`config.mk`:
```
export PLATFORM = sky130hd
export DESIGN_NAME = rtu_handler
export DESIGN_NICKNAME = d
export VERILOG_FILES = /design/src/rtu_pkg.sv /design/src/rtu_handler.sv /design/src/hold_regs.sv
export SDC_FILE = /design/constraint.sdc
export NUM_CORES = 1
export LEC_CHECK = 0
export BUFFER_PORTS_ARGS = -buffer_cell sky130_fd_sc_hd__buf_2
export CORE_UTILIZATION = 56
export CTS_BUF_LIST = sky130_fd_sc_hd__clkbuf_8
export DETAILED_ROUTE_END_ITERATION = 8
export PLACE_DENSITY_LB_ADDON = 0.1
export SETUP_SLACK_MARGIN = 0.02
export SLEW_MARGIN = 20
export SYNTH_ARGS = -nofsm -noshare
export SYNTH_HDL_FRONTEND = slang
export SYNTH_SLANG_ARGS = --single-unit
```
`constraint.sdc`:
```
create_clock -name MCLK -period 11.25 [get_ports MCLK]
set_input_delay 1.125 -clock MCLK [delete_from_list [all_inputs] [get_ports MCLK]]
set_output_delay 1.125 -clock MCLK [all_outputs]
set_load 0.01 [all_outputs]
```
`src/rtu_pkg.sv`:
```
// shared constants and types of the serial request handler
package rtu_pkg;

    // ************************************************************
    // serial line timing
    // ************************************************************
    localparam int CLK_HZ = 25000000;
    localparam int BAUD = 115200;
    localparam int BIT_INT = CLK_HZ / BAUD;
    localparam logic [7:0] BIT_CYC = 8'(BIT_INT);
    localparam logic [7:0] HALF_CYC = 8'(BIT_INT / 2);
    localparam logic [3:0] UART_BITS = 4'hA;
    localparam int CHAR_BITS = 10;
    // silences in tenths of a character time
    localparam int END_TENTHS = 35;
    localparam int FAULT_TENTHS = 25;
    localparam int END_GAP_CYC = (END_TENTHS * CHAR_BITS * BIT_INT + 9) / 10;
    localparam int FAULT_GAP_CYC =
        (FAULT_TENTHS * CHAR_BITS * BIT_INT + 9) / 10;
    localparam int GAP_W = 14;
    localparam logic LINE_IDLE = 1'b1;

    // ************************************************************
    // frame contents
    // ************************************************************
    localparam logic [7:0] OWN_ADDR = 8'h01;
    localparam logic [7:0] BCAST_ADDR = 8'h00;
    localparam logic [7:0] FN_READ = 8'h03;
    localparam logic [7:0] FN_WR1 = 8'h06;
    localparam logic [7:0] FN_WRN = 8'h10;
    localparam logic [7:0] EXC_FLAG = 8'h80;
    localparam logic [7:0] EX_NONE = 8'h00;
    localparam logic [7:0] EX_FUNC = 8'h01;
    localparam logic [7:0] EX_ADDR = 8'h02;
    localparam logic [7:0] EX_VALUE = 8'h03;
    localparam logic [15:0] CRC_INIT = 16'hFFFF;
    localparam logic [15:0] CRC_POLY = 16'hA001;
    localparam logic [15:0] RD_MAX = 16'h0002;
    localparam logic [15:0] WRN_CNT = 16'h0002;
    localparam logic [3:0] FIX_LEN = 4'h8;
    localparam logic [7:0] WRN_HDR = 8'h09;
    localparam logic [3:0] MIN_LEN = 4'h4;
    localparam logic [3:0] BUF_BYTES = 4'hD;
    localparam logic [3:0] ECHO_LEN = 4'h6;
    localparam logic [3:0] EXC_LEN = 4'h3;

    // ************************************************************
    // holding register store
    // ************************************************************
    localparam int REG_AW = 4;
    localparam int NREG_WORDS = 16;
    localparam logic [16:0] NREGS = 17'h00010;

    typedef enum logic [2:0] {M_IDLE, M_CHECK, M_RD0, M_RD1, M_WR1, M_TX}
        mode_e;
    typedef enum logic [1:0] {K_READ, K_ECHO, K_EXC} kind_e;

endpackage

```
`src/rtu_handler.sv`:
```
// serial request handler: receiver, frame checks, execution, replies
//
// How it works
// - line runs at 115200 baud, eight data bits, no parity
// - read request: address, function, start, count, crc lo, crc hi
// - single write: address, function, register, data, crc lo, crc hi
// - multi write: address, function, start, count, byte count, data, crc
// - sixteen-bit count travels high byte then low byte
// - unicast requests answered only when address byte equals one
// - address zero is broadcast: execute, never reply
// - function code is always the second byte
// - read takes one or two registers, single write takes one
// - multi write takes exactly two consecutive registers
// - values travel big-endian, most significant register first
// - a real number spans two registers in that order
// - a bad request gets a reply whose second byte is the function code with bit 7 (0x80) set
// - unsupported function code gives exception code one
// - count not fitting or bad address gives exception code two
// - count out of range or byte count mismatch gives code three
// - crc mismatch drops the frame without reply
// - crc is sixteen bits, low byte sent first
// - serial framing error drops the frame without reply
// - requests arriving while busy are dropped without reply
// - read reply: address, function, byte count, values, crc
// - writes update registers then send a confirmation
`timescale 1ns/100ps
`default_nettype none
module rtu_handler
#(
    parameter int END_GAP_CYC = rtu_pkg::END_GAP_CYC,
    parameter int FAULT_GAP_CYC = rtu_pkg::FAULT_GAP_CYC
)
(
    // clock and reset
    input wire logic MCLK,
    input wire logic RSTN,
    // serial line
    input wire logic RXD,
    output logic TXD,
    output logic TXD_EN,
    // events
    output logic FRAME_DROP,
    output logic REG_WRITTEN
);

    // ************************************************************
    // state
    // ************************************************************
    localparam int GW = rtu_pkg::GAP_W;
    localparam logic [GW-1:0] END_GAP = GW'(END_GAP_CYC - 1);
    localparam logic [GW-1:0] FAULT_GAP = GW'(FAULT_GAP_CYC);

    typedef struct packed {
        logic rx_s1;
        logic rx_s2;
        logic [3:0] rx_bitn;
        logic [7:0] rx_cnt;
        logic [7:0] rx_sh;
        logic in_frame;
        logic bad;
        logic [3:0] len;
        logic [15:0] rx_crc;
        logic [GW-1:0] gap;
        logic [12:0][7:0] buff;
        rtu_pkg::mode_e mode;
        rtu_pkg::kind_e kind;
        logic [7:0] code;
        logic [31:0] val;
        logic [3:0] tx_idx;
        logic [3:0] tx_bitn;
        logic [7:0] tx_cnt;
        logic [8:0] tx_sh;
        logic [15:0] tx_crc;
        logic txd;
        logic txen;
        logic drop;
        logic wrote;
    } state_s;

    state_s s_reg;
    state_s s_next;

    logic rx_ev;
    logic done_ev;
    logic busy;
    logic frame_ok;
    logic len_bad;
    logic bcast;
    logic [3:0] wr_idx;
    logic [7:0] func;
    logic [15:0] start;
    logic [15:0] cnt;
    logic [7:0] bc;
    logic [7:0] exc;
    logic [3:0] n_pay;
    logic [7:0] tx_byte;
    logic mem_we;
    logic mem_re;
    logic [rtu_pkg::REG_AW-1:0] mem_waddr;
    logic [rtu_pkg::REG_AW-1:0] mem_raddr;
    logic [15:0] mem_wdata;
    logic [15:0] mem_rdata;

    // ************************************************************
    // helpers
    // ************************************************************
    // one byte through the reflected crc, shared by receive and send
    function automatic logic [15:0] crc_byte(input logic [15:0] c,
                                             input logic [7:0] d);
        logic [15:0] r;
        r = c ^ {8'h00, d};
        for (int i = 0; i < 8; i++)
            r = r[0] ? ((r >> 1) ^ rtu_pkg::CRC_POLY) : (r >> 1);
        return r;
    endfunction

    // exception code of a well formed frame, checked in protocol order
    function automatic logic [7:0] exc_of(input logic [7:0] fn,
                                          input logic [15:0] st,
                                          input logic [15:0] ct,
                                          input logic [7:0] bcnt);
        logic [16:0] last;
        last = {1'b0, st} + {1'b0, ct};
        exc_of = rtu_pkg::EX_NONE;
        if (fn != rtu_pkg::FN_READ && fn != rtu_pkg::FN_WR1
            && fn != rtu_pkg::FN_WRN)
            exc_of = rtu_pkg::EX_FUNC;
        else if (fn == rtu_pkg::FN_READ
                 && (ct == 16'h0000 || ct > rtu_pkg::RD_MAX))
            exc_of = rtu_pkg::EX_VALUE;
        else if (fn == rtu_pkg::FN_WRN
                 && (ct != rtu_pkg::WRN_CNT || bcnt != {ct[6:0], 1'b0}))
            exc_of = rtu_pkg::EX_VALUE;
        else if (fn == rtu_pkg::FN_WR1 ? {1'b0, st} >= rtu_pkg::NREGS
                                       : last > rtu_pkg::NREGS)
            exc_of = rtu_pkg::EX_ADDR;
    endfunction

    // ************************************************************
    // request fields
    // ************************************************************
    // fixed byte positions of every request layout
    assign func = s_reg.buff[1];
    assign start = {s_reg.buff[2], s_reg.buff[3]};
    assign cnt = {s_reg.buff[4], s_reg.buff[5]};
    assign bc = s_reg.buff[6];
    assign bcast = s_reg.buff[0] == rtu_pkg::BCAST_ADDR;
    assign exc = exc_of(func, start, cnt, bc);
    assign busy = s_reg.mode != rtu_pkg::M_IDLE;
    assign wr_idx = s_reg.in_frame ? s_reg.len : 4'h0;

    // a frame is ours only with a clean line, zero residue and our address or the broadcast address
    assign frame_ok = !s_reg.bad && s_reg.rx_crc == 16'h0000
        && s_reg.len >= rtu_pkg::MIN_LEN
        && (s_reg.buff[0] == rtu_pkg::OWN_ADDR || bcast);

    // length must fit the function; unknown functions skip this
    assign len_bad = (func == rtu_pkg::FN_WRN)
        ? ({4'h0, s_reg.len} != rtu_pkg::WRN_HDR + bc)
        : ((func == rtu_pkg::FN_READ || func == rtu_pkg::FN_WR1)
           && s_reg.len != rtu_pkg::FIX_LEN);

    // reply payload length before the crc
    assign n_pay = (s_reg.kind == rtu_pkg::K_READ)
        ? 4'h3 + {1'b0, cnt[1:0], 1'b0}
        : (s_reg.kind == rtu_pkg::K_ECHO) ? rtu_pkg::ECHO_LEN
                                          : rtu_pkg::EXC_LEN;

    // ************************************************************
    // next state
    // ************************************************************
    always_comb
    begin
        s_next = s_reg;
        s_next.drop = 1'b0;
        s_next.wrote = 1'b0;
        rx_ev = 1'b0;
        done_ev = 1'b0;
        tx_byte = 8'h00;
        mem_we = 1'b0;
        mem_re = 1'b0;
        mem_waddr = start[rtu_pkg::REG_AW-1:0];
        mem_raddr = start[rtu_pkg::REG_AW-1:0];
        mem_wdata = {s_reg.buff[4], s_reg.buff[5]};

        // pin synchroniser, second stage is the only reader of the first
        s_next.rx_s1 = RXD;
        s_next.rx_s2 = s_reg.rx_s1;

        // receiver: sample mid-bit, start, eight data, stop
        if (s_reg.rx_bitn == 4'h0)
        begin
            if (!s_reg.rx_s2)
            begin
                s_next.rx_bitn = rtu_pkg::UART_BITS;
                s_next.rx_cnt = rtu_pkg::HALF_CYC;
            end
        end
        else if (s_reg.rx_cnt != 8'h00)
            s_next.rx_cnt = s_reg.rx_cnt - 8'h01;
        else
        begin
            s_next.rx_cnt = rtu_pkg::BIT_CYC - 8'h01;
            s_next.rx_bitn = s_reg.rx_bitn - 4'h1;
            // a start bit gone high at mid-bit was a glitch
            if (s_reg.rx_bitn == rtu_pkg::UART_BITS && s_reg.rx_s2)
                s_next.rx_bitn = 4'h0;
            else if (s_reg.rx_bitn == 4'h1)
                rx_ev = 1'b1;
            else if (s_reg.rx_bitn != rtu_pkg::UART_BITS)
                s_next.rx_sh = {s_reg.rx_s2, s_reg.rx_sh[7:1]};
        end

        // frame assembly; the buffer is frozen while a request runs
        if (rx_ev)
        begin
            s_next.gap = '0;
            s_next.in_frame = 1'b1;
            s_next.len = s_reg.in_frame ? s_reg.len + 4'h1 : 4'h1;
            s_next.rx_crc = crc_byte(s_reg.in_frame ? s_reg.rx_crc
                                     : rtu_pkg::CRC_INIT,
                                     s_reg.rx_sh);
            s_next.bad = !s_reg.rx_s2 || busy
                || (s_reg.in_frame && (s_reg.bad
                    || s_reg.gap >= FAULT_GAP
                    || s_reg.len >= rtu_pkg::BUF_BYTES));
            if (!busy && wr_idx < rtu_pkg::BUF_BYTES)
                s_next.buff[wr_idx] = s_reg.rx_sh;
        end
        else if (s_reg.in_frame)
        begin
            s_next.gap = s_reg.gap + 1'b1;
            if (s_reg.gap == END_GAP)
            begin
                s_next.in_frame = 1'b0;
                done_ev = 1'b1;
            end
        end

        // a frame ending while busy has nowhere to go
        if (done_ev && busy)
            s_next.drop = 1'b1;

        // reply byte source: payload, then crc low, then crc high
        if (s_reg.tx_idx < n_pay)
        begin
            unique case (s_reg.tx_idx)
                4'h0: tx_byte = s_reg.buff[0];
                4'h1: tx_byte = (s_reg.kind == rtu_pkg::K_EXC)
                    ? s_reg.buff[1] | rtu_pkg::EXC_FLAG
                    : s_reg.buff[1];
                4'h2: tx_byte = (s_reg.kind == rtu_pkg::K_EXC) ? s_reg.code
                    : (s_reg.kind == rtu_pkg::K_READ)
                    ? {cnt[6:0], 1'b0} : s_reg.buff[2];
                4'h3: tx_byte = (s_reg.kind == rtu_pkg::K_READ)
                    ? s_reg.val[31:24] : s_reg.buff[3];
                4'h4: tx_byte = (s_reg.kind == rtu_pkg::K_READ)
                    ? s_reg.val[23:16] : s_reg.buff[4];
                4'h5: tx_byte = (s_reg.kind == rtu_pkg::K_READ)
                    ? s_reg.val[15:8] : s_reg.buff[5];
                default: tx_byte = s_reg.val[7:0];
            endcase
        end
        else if (s_reg.tx_idx == n_pay)
            tx_byte = s_reg.tx_crc[7:0];
        else
            tx_byte = s_reg.tx_crc[15:8];

        // request sequencer
        unique case (s_reg.mode)
            rtu_pkg::M_IDLE:
            begin
                s_next.tx_idx = 4'h0;
                s_next.tx_bitn = 4'h0;
                s_next.tx_crc = rtu_pkg::CRC_INIT;
                if (done_ev && frame_ok)
                    s_next.mode = rtu_pkg::M_CHECK;
                else if (done_ev)
                    s_next.drop = 1'b1;
            end
            rtu_pkg::M_CHECK:
            begin
                s_next.code = exc;
                if (exc == rtu_pkg::EX_NONE && len_bad)
                begin
                    s_next.mode = rtu_pkg::M_IDLE;
                    s_next.drop = 1'b1;
                end
                else if (exc != rtu_pkg::EX_NONE)
                begin
                    s_next.kind = rtu_pkg::K_EXC;
                    s_next.mode = bcast ? rtu_pkg::M_IDLE
                                        : rtu_pkg::M_TX;
                end
                else if (func == rtu_pkg::FN_READ)
                begin
                    s_next.kind = rtu_pkg::K_READ;
                    mem_re = !bcast;
                    s_next.mode = bcast ? rtu_pkg::M_IDLE
                                        : rtu_pkg::M_RD0;
                end
                else if (func == rtu_pkg::FN_WR1)
                begin
                    s_next.kind = rtu_pkg::K_ECHO;
                    mem_we = 1'b1;
                    s_next.wrote = 1'b1;
                    s_next.mode = bcast ? rtu_pkg::M_IDLE
                                        : rtu_pkg::M_TX;
                end
                else
                begin
                    // first, most significant register of the pair
                    s_next.kind = rtu_pkg::K_ECHO;
                    mem_we = 1'b1;
                    mem_wdata = {s_reg.buff[7], s_reg.buff[8]};
                    s_next.mode = rtu_pkg::M_WR1;
                end
            end
            rtu_pkg::M_RD0:
            begin
                s_next.val = {mem_rdata, 16'h0000};
                mem_re = 1'b1;
                mem_raddr = start[rtu_pkg::REG_AW-1:0] + 1'b1;
                s_next.mode = (cnt == rtu_pkg::RD_MAX) ? rtu_pkg::M_RD1
                                                       : rtu_pkg::M_TX;
            end
            rtu_pkg::M_RD1:
            begin
                s_next.val[15:0] = mem_rdata;
                s_next.mode = rtu_pkg::M_TX;
            end
            rtu_pkg::M_WR1:
            begin
                mem_we = 1'b1;
                mem_waddr = start[rtu_pkg::REG_AW-1:0] + 1'b1;
                mem_wdata = {s_reg.buff[9], s_reg.buff[10]};
                s_next.wrote = 1'b1;
                s_next.mode = bcast ? rtu_pkg::M_IDLE
                                    : rtu_pkg::M_TX;
            end
            rtu_pkg::M_TX:
            begin
                if (s_reg.tx_bitn == 4'h0)
                begin
                    if (s_reg.tx_idx == n_pay + 4'h2)
                        s_next.mode = rtu_pkg::M_IDLE;
                    else
                    begin
                        s_next.tx_sh = {1'b1, tx_byte};
                        s_next.tx_bitn = rtu_pkg::UART_BITS;
                        s_next.tx_cnt = rtu_pkg::BIT_CYC - 8'h01;
                        s_next.txd = 1'b0;
                        s_next.tx_idx = s_reg.tx_idx + 4'h1;
                        if (s_reg.tx_idx < n_pay)
                            s_next.tx_crc = crc_byte(s_reg.tx_crc,
                                                     tx_byte);
                    end
                end
                else if (s_reg.tx_cnt != 8'h00)
                    s_next.tx_cnt = s_reg.tx_cnt - 8'h01;
                else
                begin
                    // stop bit is the last shifted one, the line rests high
                    s_next.tx_cnt = rtu_pkg::BIT_CYC - 8'h01;
                    s_next.tx_bitn = s_reg.tx_bitn - 4'h1;
                    if (s_reg.tx_bitn != 4'h1)
                    begin
                        s_next.txd = s_reg.tx_sh[0];
                        s_next.tx_sh = {1'b0, s_reg.tx_sh[8:1]};
                    end
                end
            end
        endcase

        s_next.txen = s_next.mode == rtu_pkg::M_TX;
    end

    // ************************************************************
    // registers and store
    // ************************************************************
    // the line idles high so the synchroniser and sender reset high
    always_ff @(posedge MCLK or negedge RSTN)
    begin
        if (!RSTN)
        begin
            s_reg <= '0;
            s_reg.txd <= rtu_pkg::LINE_IDLE;
            s_reg.rx_s1 <= rtu_pkg::LINE_IDLE;
            s_reg.rx_s2 <= rtu_pkg::LINE_IDLE;
        end
        else
            s_reg <= s_next;
    end

    hold_regs store
    (
        .clk(MCLK),
        .we(mem_we),
        .waddr(mem_waddr),
        .wdata(mem_wdata),
        .re(mem_re),
        .raddr(mem_raddr),
        .rdata(mem_rdata)
    );

    assign TXD = s_reg.txd;
    assign TXD_EN = s_reg.txen;
    assign FRAME_DROP = s_reg.drop;
    assign REG_WRITTEN = s_reg.wrote;
endmodule
`default_nettype wire

```
`src/hold_regs.sv`:
```
// holding register store with one write port and a registered read
`timescale 1ns/100ps
`default_nettype none
module hold_regs
(
    // clock
    input wire logic clk,
    // write port
    input wire logic we,
    input wire logic [rtu_pkg::REG_AW-1:0] waddr,
    input wire logic [15:0] wdata,
    // read port, data one cycle after the request
    input wire logic re,
    input wire logic [rtu_pkg::REG_AW-1:0] raddr,
    output logic [15:0] rdata
);

    logic [15:0] word_reg [rtu_pkg::NREG_WORDS];

    // no reset: contents belong to the instrument, not to the link
    always_ff @(posedge clk)
    begin
        if (we)
            word_reg[waddr] <= wdata;
        if (re)
            rdata <= word_reg[raddr];
    end

endmodule
`default_nettype wire

```
==> results of run 1 <==
==> report_power, final <==
group	total, mW	switching (mW)	internal, mW	leakage, nW
clock network	1.44	0.723	0.719	0.870
logic	0.0171	0.0159	0.00116	3.85
registers	1.93	0.000747	1.93	4.94
total	3.39	0.740	2.65	9.67
==> stage by stage <==
stage	util (%)	instance area (µm²)
final	62.0	26100
after global routing	62.0	26100
after CTS	61.9	26000
after detailed placement	58.4	24600
after global placement	58.4	24600
after floorplan	-	23900
==> how the worst min path moves through the flow <==
stage / startpoint / to / slack (ps) / depth (start not counted)
3_5_place_dp: s_next[250] / s_reg[250] / 350 / 0
3_3_place_gp: s_next[250] / s_reg[250] / 350 / 0
5_1_grt: s_next[250] / s_reg[250] / 360 / 0
6_report: s_next[250] / s_reg[250] / 350 / 0
2_1_floorplan: s_next[250] / s_reg[250] / 350 / 0
4_1_cts: s_next[250] / s_reg[250] / 360 / 0
==> cell usage in the layout, fill, tap and decap left out, drive strengths merged, types with 34 or more instances in the layout <==
cell type	synthesis	routed
nor2	104	104
clkbuf	74	87
edfxtp	272	272
xor2	39	39
inv	54	88
o21ai	114	114
a21oi	84	84
ha	47	47
mux2	113	113
nand2	164	164
dfrtp	227	227
nand3	34	34
nor3	44	44
xnor2	45	45
mux4	80	80
==> cells by family after synthesis <==
logic type / after synthesis / share of synthesized area, %
flops: 502 / 58.2
fa+ha+maj: 48 / 2.54
buf+inv: 148 / 2.49
compound gates: 356 / 9.94
simple gates: 477 / 9.76
mux: 216 / 13.8
xor+xnor: 85 / 3.31
==> routing by layer <==
| layer | up-vias | wire length, µm | global-route usage [%] |
|---|---|---|---|
| met5 | - | 0 | 0 |
| met1 | 7731 | 25900 | 39.1 |
| met4 | 0 | 2280 | 11.3 |
| met3 | 118 | 3060 | 5.03 |
| li1 | 6955 | - | - |
| met2 | 462 | 27900 | 43.7 |
==> worst register-to-register path, cell delays in order, from the launching register on <==
cell and delay, ps:
dfrtp_1 510, ha_1 290, fa_1 410, a21o_1 180, a21o_1 200, a21oi_1 450, o21ai_0 190, mux2_2 300
nor4_1 210, o211a_1 290, a21o_1 340, nand2_1 490, o21ai_1 1070
==> cell type report <==
type                            count  area [µm²]  share of cell area [%]
Clock inverter                     59         273                    1.05
Antenna cell                        1        2.50                 0.00960
Sequential cell                   502       13900                    53.4
Clock buffer                       87        1200                    4.59
Multi-Input combinational cell   1182        9550                    36.7
Inverter                           55         206                   0.792
Tap cell                          539         674                    2.59
Timing Repair Buffer               31         228                   0.874
==> metrics.md, run 1 <==
| Metric | Value |
|---|---|
| Outcome | `finished clean` |
| Sequential area share after synthesis | `58.2%` |
| Synth unique cells | `95` |
| Area delta synth->final | `8.84%` |
| Crit path cell chain | `ha_1 -> fa_1 -> a21o_1 -> a21o_1 -> a21oi_1 -> o21ai_0 -> mux2_2 -> nor4_1 -> o211a_1 -> a21o_1 -> nand2_1 -> o21ai_1` |
| Vias | `15300` |
| Core area | `42000 µm²` |
| Max-slew violations | `0` |
| Final period util | `47.0%` |
| RSZ-0062 raised after global routing | `false` |
| Top post-synthesis cells by area | `edfxtp_1 (34%), dfrtp_1 (24%), mux4_2 (7.5%)` |
| Slowest CP cell | `o21ai_1` |
| Initial antenna violation count | `2` |
| Initial Util | `57.0%` |
| H-tree Lvls | `3` |
| Reg2reg end | `store.word_reg[5][8]` |
| Worst-path clk slew | `60 ps` |
| DIE AREA | `43600 µm²` |
| DR vias/cell | `6.22` |
| Crit. path cell count | `12` |
| Worst Path Arrival | `5570 ps` |
| CTS Buf Count | `84` |
| Predominant post-synthesis flop cell | `edfxtp_1` |
| RePlAce Congestion | `0.958` |
| Iter 0 DRT Violations | `1407` |
| Commonest cells post-synth | `edfxtp_1 (272), dfrtp_1 (227), nand2_1 (164)` |
| Hold crit path type | `flop to flop` |
| Post-route ant nets | `0` |
| Clock Skew | `33.1 ps` |
| Leading area contributor after synthesis | `edfxtp_1` |
| Fillers | `3238` |
| Lkg Pwr | `9.67 nW` |
| Asr flop ratio synth | `45.8%` |
| Critical Path Sink Type | `flop` |
| WP buf/inv | `0` |
| CP most frequent cell | `a21o_1` |
| DP HPWL | `39900 µm` |
| Wire per inst | `24.1 µm` |
| Setup Fix Bufs, Post-CTS | `0` |
| Post-synth top area share | `34.1%` |
| Pre-antenna DRT Iters | `6` |
| Worst path max stage delay | `1060 ps` |
| Final hold slack | `355 ps` |
| Port Buf Inserts | `6` |
| Gate Count Post-Synth | `1832` |
| CP Capture Point | `store.word_reg[5][8]` |
| Reg2Reg Setup Slack | `5970 ps` |
| Die Y | `209 µm` |
| Count leader, synth | `edfxtp_1` |
| VDD IR max | `0.142 mV` |
| Gr ovfl total | `0` |
| Die X | `209 µm` |
| Max-cap violations | `0` |
| Max reg flops | `256` |
| Cell Pwr Density | `130 nW/µm²` |
| Fin Setup TNS | `0 ps` |
| Synth Area per Inst | `13.1 µm²` |
| Final Hold Viols | `0` |
| Final setup violating endpoints | `0` |
| Top-Level Pins | `7` |
| Post-Syn Nets | `1883` |
| CTS tree | `yes` |
| GRT Total Usage | `28.0%` |
| CP required | `11540 ps` |
| Largest net degree at the start of global routing | `102` |
| Row cnt | `75` |
| Crit Path Class | `flop to flop` |
| Number of synthesized flops with an enable pin | `272` |
| Flops & latches, synth | `502` |
| CTS Hold Bufs | `0` |
| Drt total wl | `59100 µm` |
| Drc violations | `0` |
| Pre-CTS setup slack | `6140 ps` |
| Post-route insts no fill | `2456` |
| FMAX | `189 MHz` |
| Layout cells sized above 1 | `19.6%` |
| First-pass GRT wire length | `91900 µm` |
| CTS Buffer Depth | `3` |
| Clock Latency Late Sink | `670 ps` |
| Crit path from | `s_reg[114]` |
| Fin nets | `1907` |
| Syn Std Cell Area | `23900 µm²` |
| Synth warn | `0` |
| Startpoint Class | `flop` |
| Final WS setup | `5970 ps` |
| Cell family with most CP delay | `compound AO/OA/AOI/OAI gates` |
| Max_slew headroom | `24.2%` |
| Overall Power | `3.39 mW` |
| Measured slew at the worst slew-check pin | `1130 ps` |
| Post-CTS Resized | `0` |
| CTS Root Cell | `clkbuf_8` |
| Minimum clock period | `5280 ps` |
| Crit-path max FO | `16` |
| Cell count after placement | `2309` |
| Vias in the first global route | `15200` |
| Worst R2R Path Depth | `12` |
| Clock sink count | `502` |
| RR Startpoint | `s_reg[114]` |
(Power assumes the default switching activity.)
==> inputs of run 2 (changes only) <==
==> constraint.sdc (replaced) <==
create_clock -name MCLK -period 4.9 [get_ports MCLK]
set_input_delay 0.49 -clock MCLK [delete_from_list [all_inputs] [get_ports MCLK]]
set_output_delay 0.49 -clock MCLK [all_outputs]
set_load 0.01 [all_outputs]
==> run 2 against run 1 <==
Maximum frequency increased by 19%; critical path depth increased by 2; setup slack got worse by 5500 ps; die area unchanged; flip-flop and latch count unchanged; via count increased by 1.1%; first-iteration DRC count increased by 10%; sequential power increased by 130%.
==> metrics.md, run 2 (same netlist as run 1, synthesis figures left out) <==
| Metric | Value |
|---|---|
| Outcome | `finished clean` |
| Final WS setup | `477 ps (-5490 ps)` |
| Clock Latency Late Sink | `710 ps (+40 ps)` |
| Max_slew headroom | `44.0% (+20 points)` |
| CP required | `5290 ps (-6250 ps)` |
| CTS Root Cell | `clkbuf_8` |
| Iter 0 DRT Violations | `1547 (+10%)` |
| RSZ-0062 raised after global routing | `false` |
| # diodes | `0 (-1)` |
| Minimum clock period | `4420 ps (-860 ps)` |
| Clock Skew | `56.9 ps (+23.8 ps)` |
| Fin Setup TNS | `0 ps (unchanged)` |
| Setup Fix Bufs, Post-CTS | `0 (unchanged)` |
| Reg2Reg Setup Slack | `480 ps (-5490 ps)` |
| Die X | `209 µm (unchanged)` |
| Die Y | `209 µm (unchanged)` |
| CTS Hold Bufs | `2 (+2)` |
| Pre-antenna DRT Iters | `5 (-1)` |
| Largest net degree at the start of global routing | `120 (+18%)` |
| Final period util | `90.3% (+43 points)` |
| Met2 WL | `28100 µm (+0.74%)` |
| RePlAce Congestion | `0.993 (+3.7%)` |
| Wire per inst | `23.7 µm (-1.3%)` |
| Fin nets | `1954 (+2.5%)` |
| First-pass GRT wire length | `91800 µm (-0.11%)` |
| Max reg flops | `256 (unchanged)` |
| Initial Util | `57.0% (unchanged)` |
| RR Startpoint | `s_reg[114]` |
| Port Buf Inserts | `6 (unchanged)` |
| Pre-CTS setup slack | `591 ps (-5550 ps)` |
| Worst R2R Path Depth | `14 (+2)` |
| DIE AREA | `43600 µm² (unchanged)` |
| DR vias/cell | `6.15 (-1.0%)` |
| Clock sink count | `502 (unchanged)` |
| CTS tree | `yes` |
| Max-slew violations | `0 (unchanged)` |
| CTS Buffer Depth | `3 (unchanged)` |
| Most frequent cells in the layout | `edfxtp_1 (272), dfrtp_1 (227), nand2_1 (164)` |
| Worst Min Path Start | `s_next[250]` |
| Multi-input gate area | `9540 µm² (about the same)` |
| Max-cap violations | `0 (unchanged)` |
| Vias | `15400 (+1.1%)` |
| H-tree Lvls | `3 (unchanged)` |
| Worst Path Arrival | `4810 ps (-760 ps)` |
| Drt total wl | `59600 µm (+0.84%)` |
| Fillers | `3259 (+0.65%)` |
| Layout cells sized above 1 | `21.7% (+2.1 points)` |
| Met3 wire length | `3710 µm (+21%)` |
| Worst-path clk slew | `50 ps (about the same)` |
| Critical Path Sink Type | `flop` |
| Reg2reg end | `store.word_reg[1][15]` |
| Vias in the first global route | `15300 (+0.49%)` |
| Final setup violating endpoints | `0 (unchanged)` |
| Final Hold Viols | `0 (unchanged)` |
| VDD IR max | `0.252 mV (+77%)` |
| Wire length on met1 | `25900 µm (+0.10%)` |
| Initial antenna violation count | `0 (-2)` |
| WHS Path Cells | `0 (unchanged)` |
| Row cnt | `75 (unchanged)` |
| Cell Pwr Density | `302 nW/µm² (+130%)` |
| GRT Total Usage | `28.0% (about the same)` |
| Crit-path max FO | `16 (unchanged)` |
| DP HPWL | `39100 µm (-2.1%)` |
| Post-CTS Resized | `0 (unchanged)` |
| Startpoint Class | `flop` |
| Hold crit path type | `flop to flop` |
| Drc violations | `0 (unchanged)` |
| Crit Path Class | `flop to flop` |
| Hold endpoint | `s_reg[250]` |
| Most common cell after layout, fill and taps aside | `edfxtp_1` |
| Reg area | `13900 µm² (unchanged)` |
| Lkg Pwr | `9.99 nW (+3.3%)` |
| Area delta synth->final | `11.1%` |
| Top-Level Pins | `7 (unchanged)` |
| Post-route ant nets | `0 (unchanged)` |
| FMAX | `226 MHz (+19%)` |
| CTS Buf Count | `83 (-1.2%)` |
| Top routing layer used | `met4` |
| Gr ovfl total | `0 (unchanged)` |
| Measured slew at the worst slew-check pin | `828 ps (-301 ps)` |
| Core area | `42000 µm² (unchanged)` |
## run 2: worst max-delay path by stage
stage	start	endpoint	slack (ps)	cells past startpoint
2_1_floorplan	cnt[0]	store.rdata[0]	820	12
3_3_place_gp	s_reg[114]	store.word_reg[1][5]	690	14
3_5_place_dp	s_reg[114]	store.word_reg[1][9]	590	14
4_1_cts	s_reg[114]	store.word_reg[1][15]	560	14
5_1_grt	s_reg[114]	store.word_reg[7][11]	300	14
6_report	s_reg[114]	store.word_reg[1][15]	480	14
## run 2: per-layer routing
metal | track usage, % | vias to the layer above
met1 | 39.6 | 7788
met3 | 5.26 | 117
met4 | 10.5 | 0
met2 | 43.5 | 486
li1 | - | 7050
met5 | 0 | -
## run 2: cell type report
cell class / instances / share of cell area [%]
repair buffers: 79 / 2.32
clock buffers: 92 / 4.76
well taps: 539 / 2.54
flip-flops and latches: 502 / 52.4
multi-input cells: 1182 / 35.9
inverters: 55 / 0.776
clock inverters: 61 / 1.34
## run 2: power by group
part	internal (mW)	leakage [nW]	total [mW]	switching (mW)
registers	4.42	4.94	4.42	0.00154
clock network	1.82	0.939	3.56	1.74
logic	0.00477	4.11	0.0429	0.0381
## run 2: through the flow
stage	instance area, µm²	utilization (%)	cells	power, mW	hold slack [ps]
after floorplan	23900	-	1832	4.51	194
after global placement	24900	59.3	2355	4.55	348
after detailed placement	24900	59.3	2355	4.55	348
after CTS	26600	63.2	2510	8.11	333
after global routing	26600	63.3	2510	8.27	363
final	26600	63.3	2510	8.02	354
## run 2: worst max-delay path: stages, from the launching register on
cell and delay, ps:
dfrtp_1 550, ha_1 320, fa_1 400, a21o_1 190, a21o_1 200, a21oi_1 400, o21ai_0 170, a211oi_1 340
a211oi_1 90, o211a_1 330, a21o_1 200, buf_4 160, a21oi_1 430, nor2_2 80, buf_4 260
==> inputs of run 3 (changes only) <==
--- a/config.mk
+++ b/config.mk
@@ -5,7 +5,7 @@
 export SDC_FILE = /design/constraint.sdc
 export NUM_CORES = 1
 export LEC_CHECK = 0
-export BUFFER_PORTS_ARGS = -buffer_cell sky130_fd_sc_hd__buf_2
+export BUFFER_PORTS_ARGS = -buffer_cell sky130_fd_sc_hd__clkbuf_2
 export CORE_UTILIZATION = 56
 export CTS_BUF_LIST = sky130_fd_sc_hd__clkbuf_8
 export DETAILED_ROUTE_END_ITERATION = 8
==> run 3 against run 2 <==
Flip-flop and latch count unchanged; non-clock buffer count decreased by 9; largest power group unchanged; sequential share of layout area about the same; cell count decreased by 0.24%; via count about the same; sequential power about the same; critical path depth decreased by 1; clock power increased by 2%; clock skew decreased by 18 ps; die area unchanged; count of clock-buffer cells in the layout increased by 1; global-route usage decreased by 0.45 points.
==> metrics.md, run 3 (same netlist as run 1, synthesis figures left out) <==
| Metric | Value |
|---|---|
| Initial Util | `57.0% (unchanged)` |
| RePlAce Congestion | `0.922 (-7.2%)` |
| Vias in the first global route | `15400 (+0.58%)` |
| WP buf/inv | `1 (-1)` |
| Critical Path Sink Type | `flop` |
| DP HPWL | `39900 µm (+1.9%)` |
| Post-CTS Resized | `0 (unchanged)` |
| Max reg flops | `256 (unchanged)` |
| CTS Root Cell | `clkbuf_8` |
| Clock Skew | `39.0 ps (-17.9 ps)` |
| H-tree Lvls | `3 (unchanged)` |
| Most frequent cells in the layout | `edfxtp_1 (272), dfrtp_1 (227), nand2_1 (164)` |
| Largest net degree at the start of global routing | `112 (-6.7%)` |
| CP required | `5310 ps (+20 ps)` |
| Die X | `209 µm (unchanged)` |
| Worst Path Arrival | `4950 ps (+140 ps)` |
| Fin nets | `1947 (-0.36%)` |
| Cell family with most CP delay | `compound AO/OA/AOI/OAI gates` |
| Max-slew violations | `0 (unchanged)` |
| Setup Fix Bufs, Post-CTS | `0 (unchanged)` |
| Row cnt | `75 (unchanged)` |
| Clock Latency Late Sink | `690 ps (-20 ps)` |
| Drt total wl | `58700 µm (-1.6%)` |
| Crit-path max FO | `14 (-2)` |
| Layout cells sized above 1 | `21.5% (-0.24 points)` |
| CP most frequent cell | `a21o_1` |
| Worst-path clk slew | `60 ps (about the same)` |
| Iter 0 DRT Violations | `1315 (-15%)` |
| Outcome | `finished clean` |
| Vias | `15400 (-0.0065%)` |
| VDD IR max | `0.289 mV (+15%)` |
| First-pass GRT wire length | `91100 µm (-0.74%)` |
| Worst path max stage delay | `540 ps (about the same)` |
| CTS Buf Count | `85 (+2.4%)` |
| Pre-antenna DRT Iters | `5 (unchanged)` |
| Hold crit path type | `flop to flop` |
| Post-route ant nets | `0 (unchanged)` |
| Final Util | `63.3% (about the same)` |
| FMAX | `221 MHz (-2.4%)` |
| RSZ-0062 raised after global routing | `false` |
| Top-Level Pins | `7 (unchanged)` |
| Final period util | `92.5% (+2.3 points)` |
| Final setup violating endpoints | `0 (unchanged)` |
| CTS Hold Bufs | `2 (unchanged)` |
| Cell Pwr Density | `305 nW/µm² (+0.92%)` |
| Crit path cell chain | `ha_1 -> fa_1 -> a21o_1 -> a21o_1 -> a21oi_1 -> o21ai_0 -> a211oi_1 -> a211oi_1 -> o211a_1 -> a21o_1 -> a21oi_1 -> nor2_2 -> buf_4` |
| Area delta synth->final | `11.1% (about the same)` |
| Max_slew headroom | `28.0% (-16 points)` |
| Final Hold Viols | `0 (unchanged)` |
| DIE AREA | `43600 µm² (unchanged)` |
| Minimum clock period | `4530 ps (+111 ps)` |
| CTS Buffer Depth | `3 (unchanged)` |
| # diodes | `0 (unchanged)` |
| Startpoint Class | `flop` |
| Drc violations | `0 (unchanged)` |
| Port Buf Inserts | `6 (unchanged)` |
| Max-cap violations | `0 (unchanged)` |
| Fin Setup TNS | `0 ps (unchanged)` |
| Die Y | `209 µm (unchanged)` |
| Core area | `42000 µm² (unchanged)` |
| CTS tree | `yes` |
| GRT Total Usage | `27.6% (-0.45 points)` |
| Initial antenna violation count | `0 (unchanged)` |
| Lkg Pwr | `9.99 nW (about the same)` |
| Wire per inst | `23.4 µm (-1.3%)` |
| Most common cell after layout, fill and taps aside | `edfxtp_1` |
| Measured slew at the worst slew-check pin | `1080 ps (+247 ps)` |
| Crit Path Class | `flop to flop` |
| Slowest CP cell | `dfrtp_1` |
| Gr ovfl total | `0 (unchanged)` |
| DR vias/cell | `6.17 (+0.23%)` |
| Clock sink count | `502 (unchanged)` |
-- run 3: changes by cell type in the layout (fill, tap and decap cells not counted), sizes merged --
cell / delta
clkbuf: +6
clkinv: -1
bufinv: +1
buf: -14
inv: +2
-- run 3: final timing paths --
kind                        startpoint              endpoint  slack, ps  cells after the start
min reg2reg                s_next[250]            s_reg[250]        360                      0
min in group asynchronous         RSTN             s_reg[19]        510                      2
min                        s_next[250]            s_reg[250]        360                      0
max                         s_reg[114]  store.word_reg[3][8]        370                     13
max reg2reg                 s_reg[114]  store.word_reg[3][8]        370                     13
max in group asynchronous         RSTN            s_reg[213]       3220                      3
-- run 3: metal layers --
metal | share of wire (%) | wire length, µm | GRT usage [%]
met1 | 43 | 25500 | 38.4
met3 | 5.4 | 3170 | 4.81
met5 | 0 | 0 | 0
met2 | 48 | 27900 | 43.6
met4 | 3.6 | 2100 | 10.4
-- run 3: power breakdown --
part	internal (mW)	switching (mW)	leakage, nW
registers	4.42	0.00175	4.94
logic	0.00477	0.0376	4.07
clock network	1.89	1.75	0.970
total	6.32	1.79	9.99
-- run 3: final cells by class --
cell class,count,area [µm²]
clock buffers,93,1280
multi-input cells,1182,9550
fillers,3180,15400
inverters,55,206
repair buffers,70,588
well taps,539,674
flip-flops and latches,502,13900
clock inverters,63,387
-- run 3: through the flow --
stage	total power, mW	cell area (µm²)	instances	worst slack, ps	hold WS (ps)
finish	8.10	26600	2504	366	359
global route	8.36	26600	2504	148	363
CTS	8.19	26600	2504	512	362
detailed placement	4.55	24900	2346	554	349
global placement	4.55	24900	2346	690	347
floorplan	4.51	23900	1832	820	194
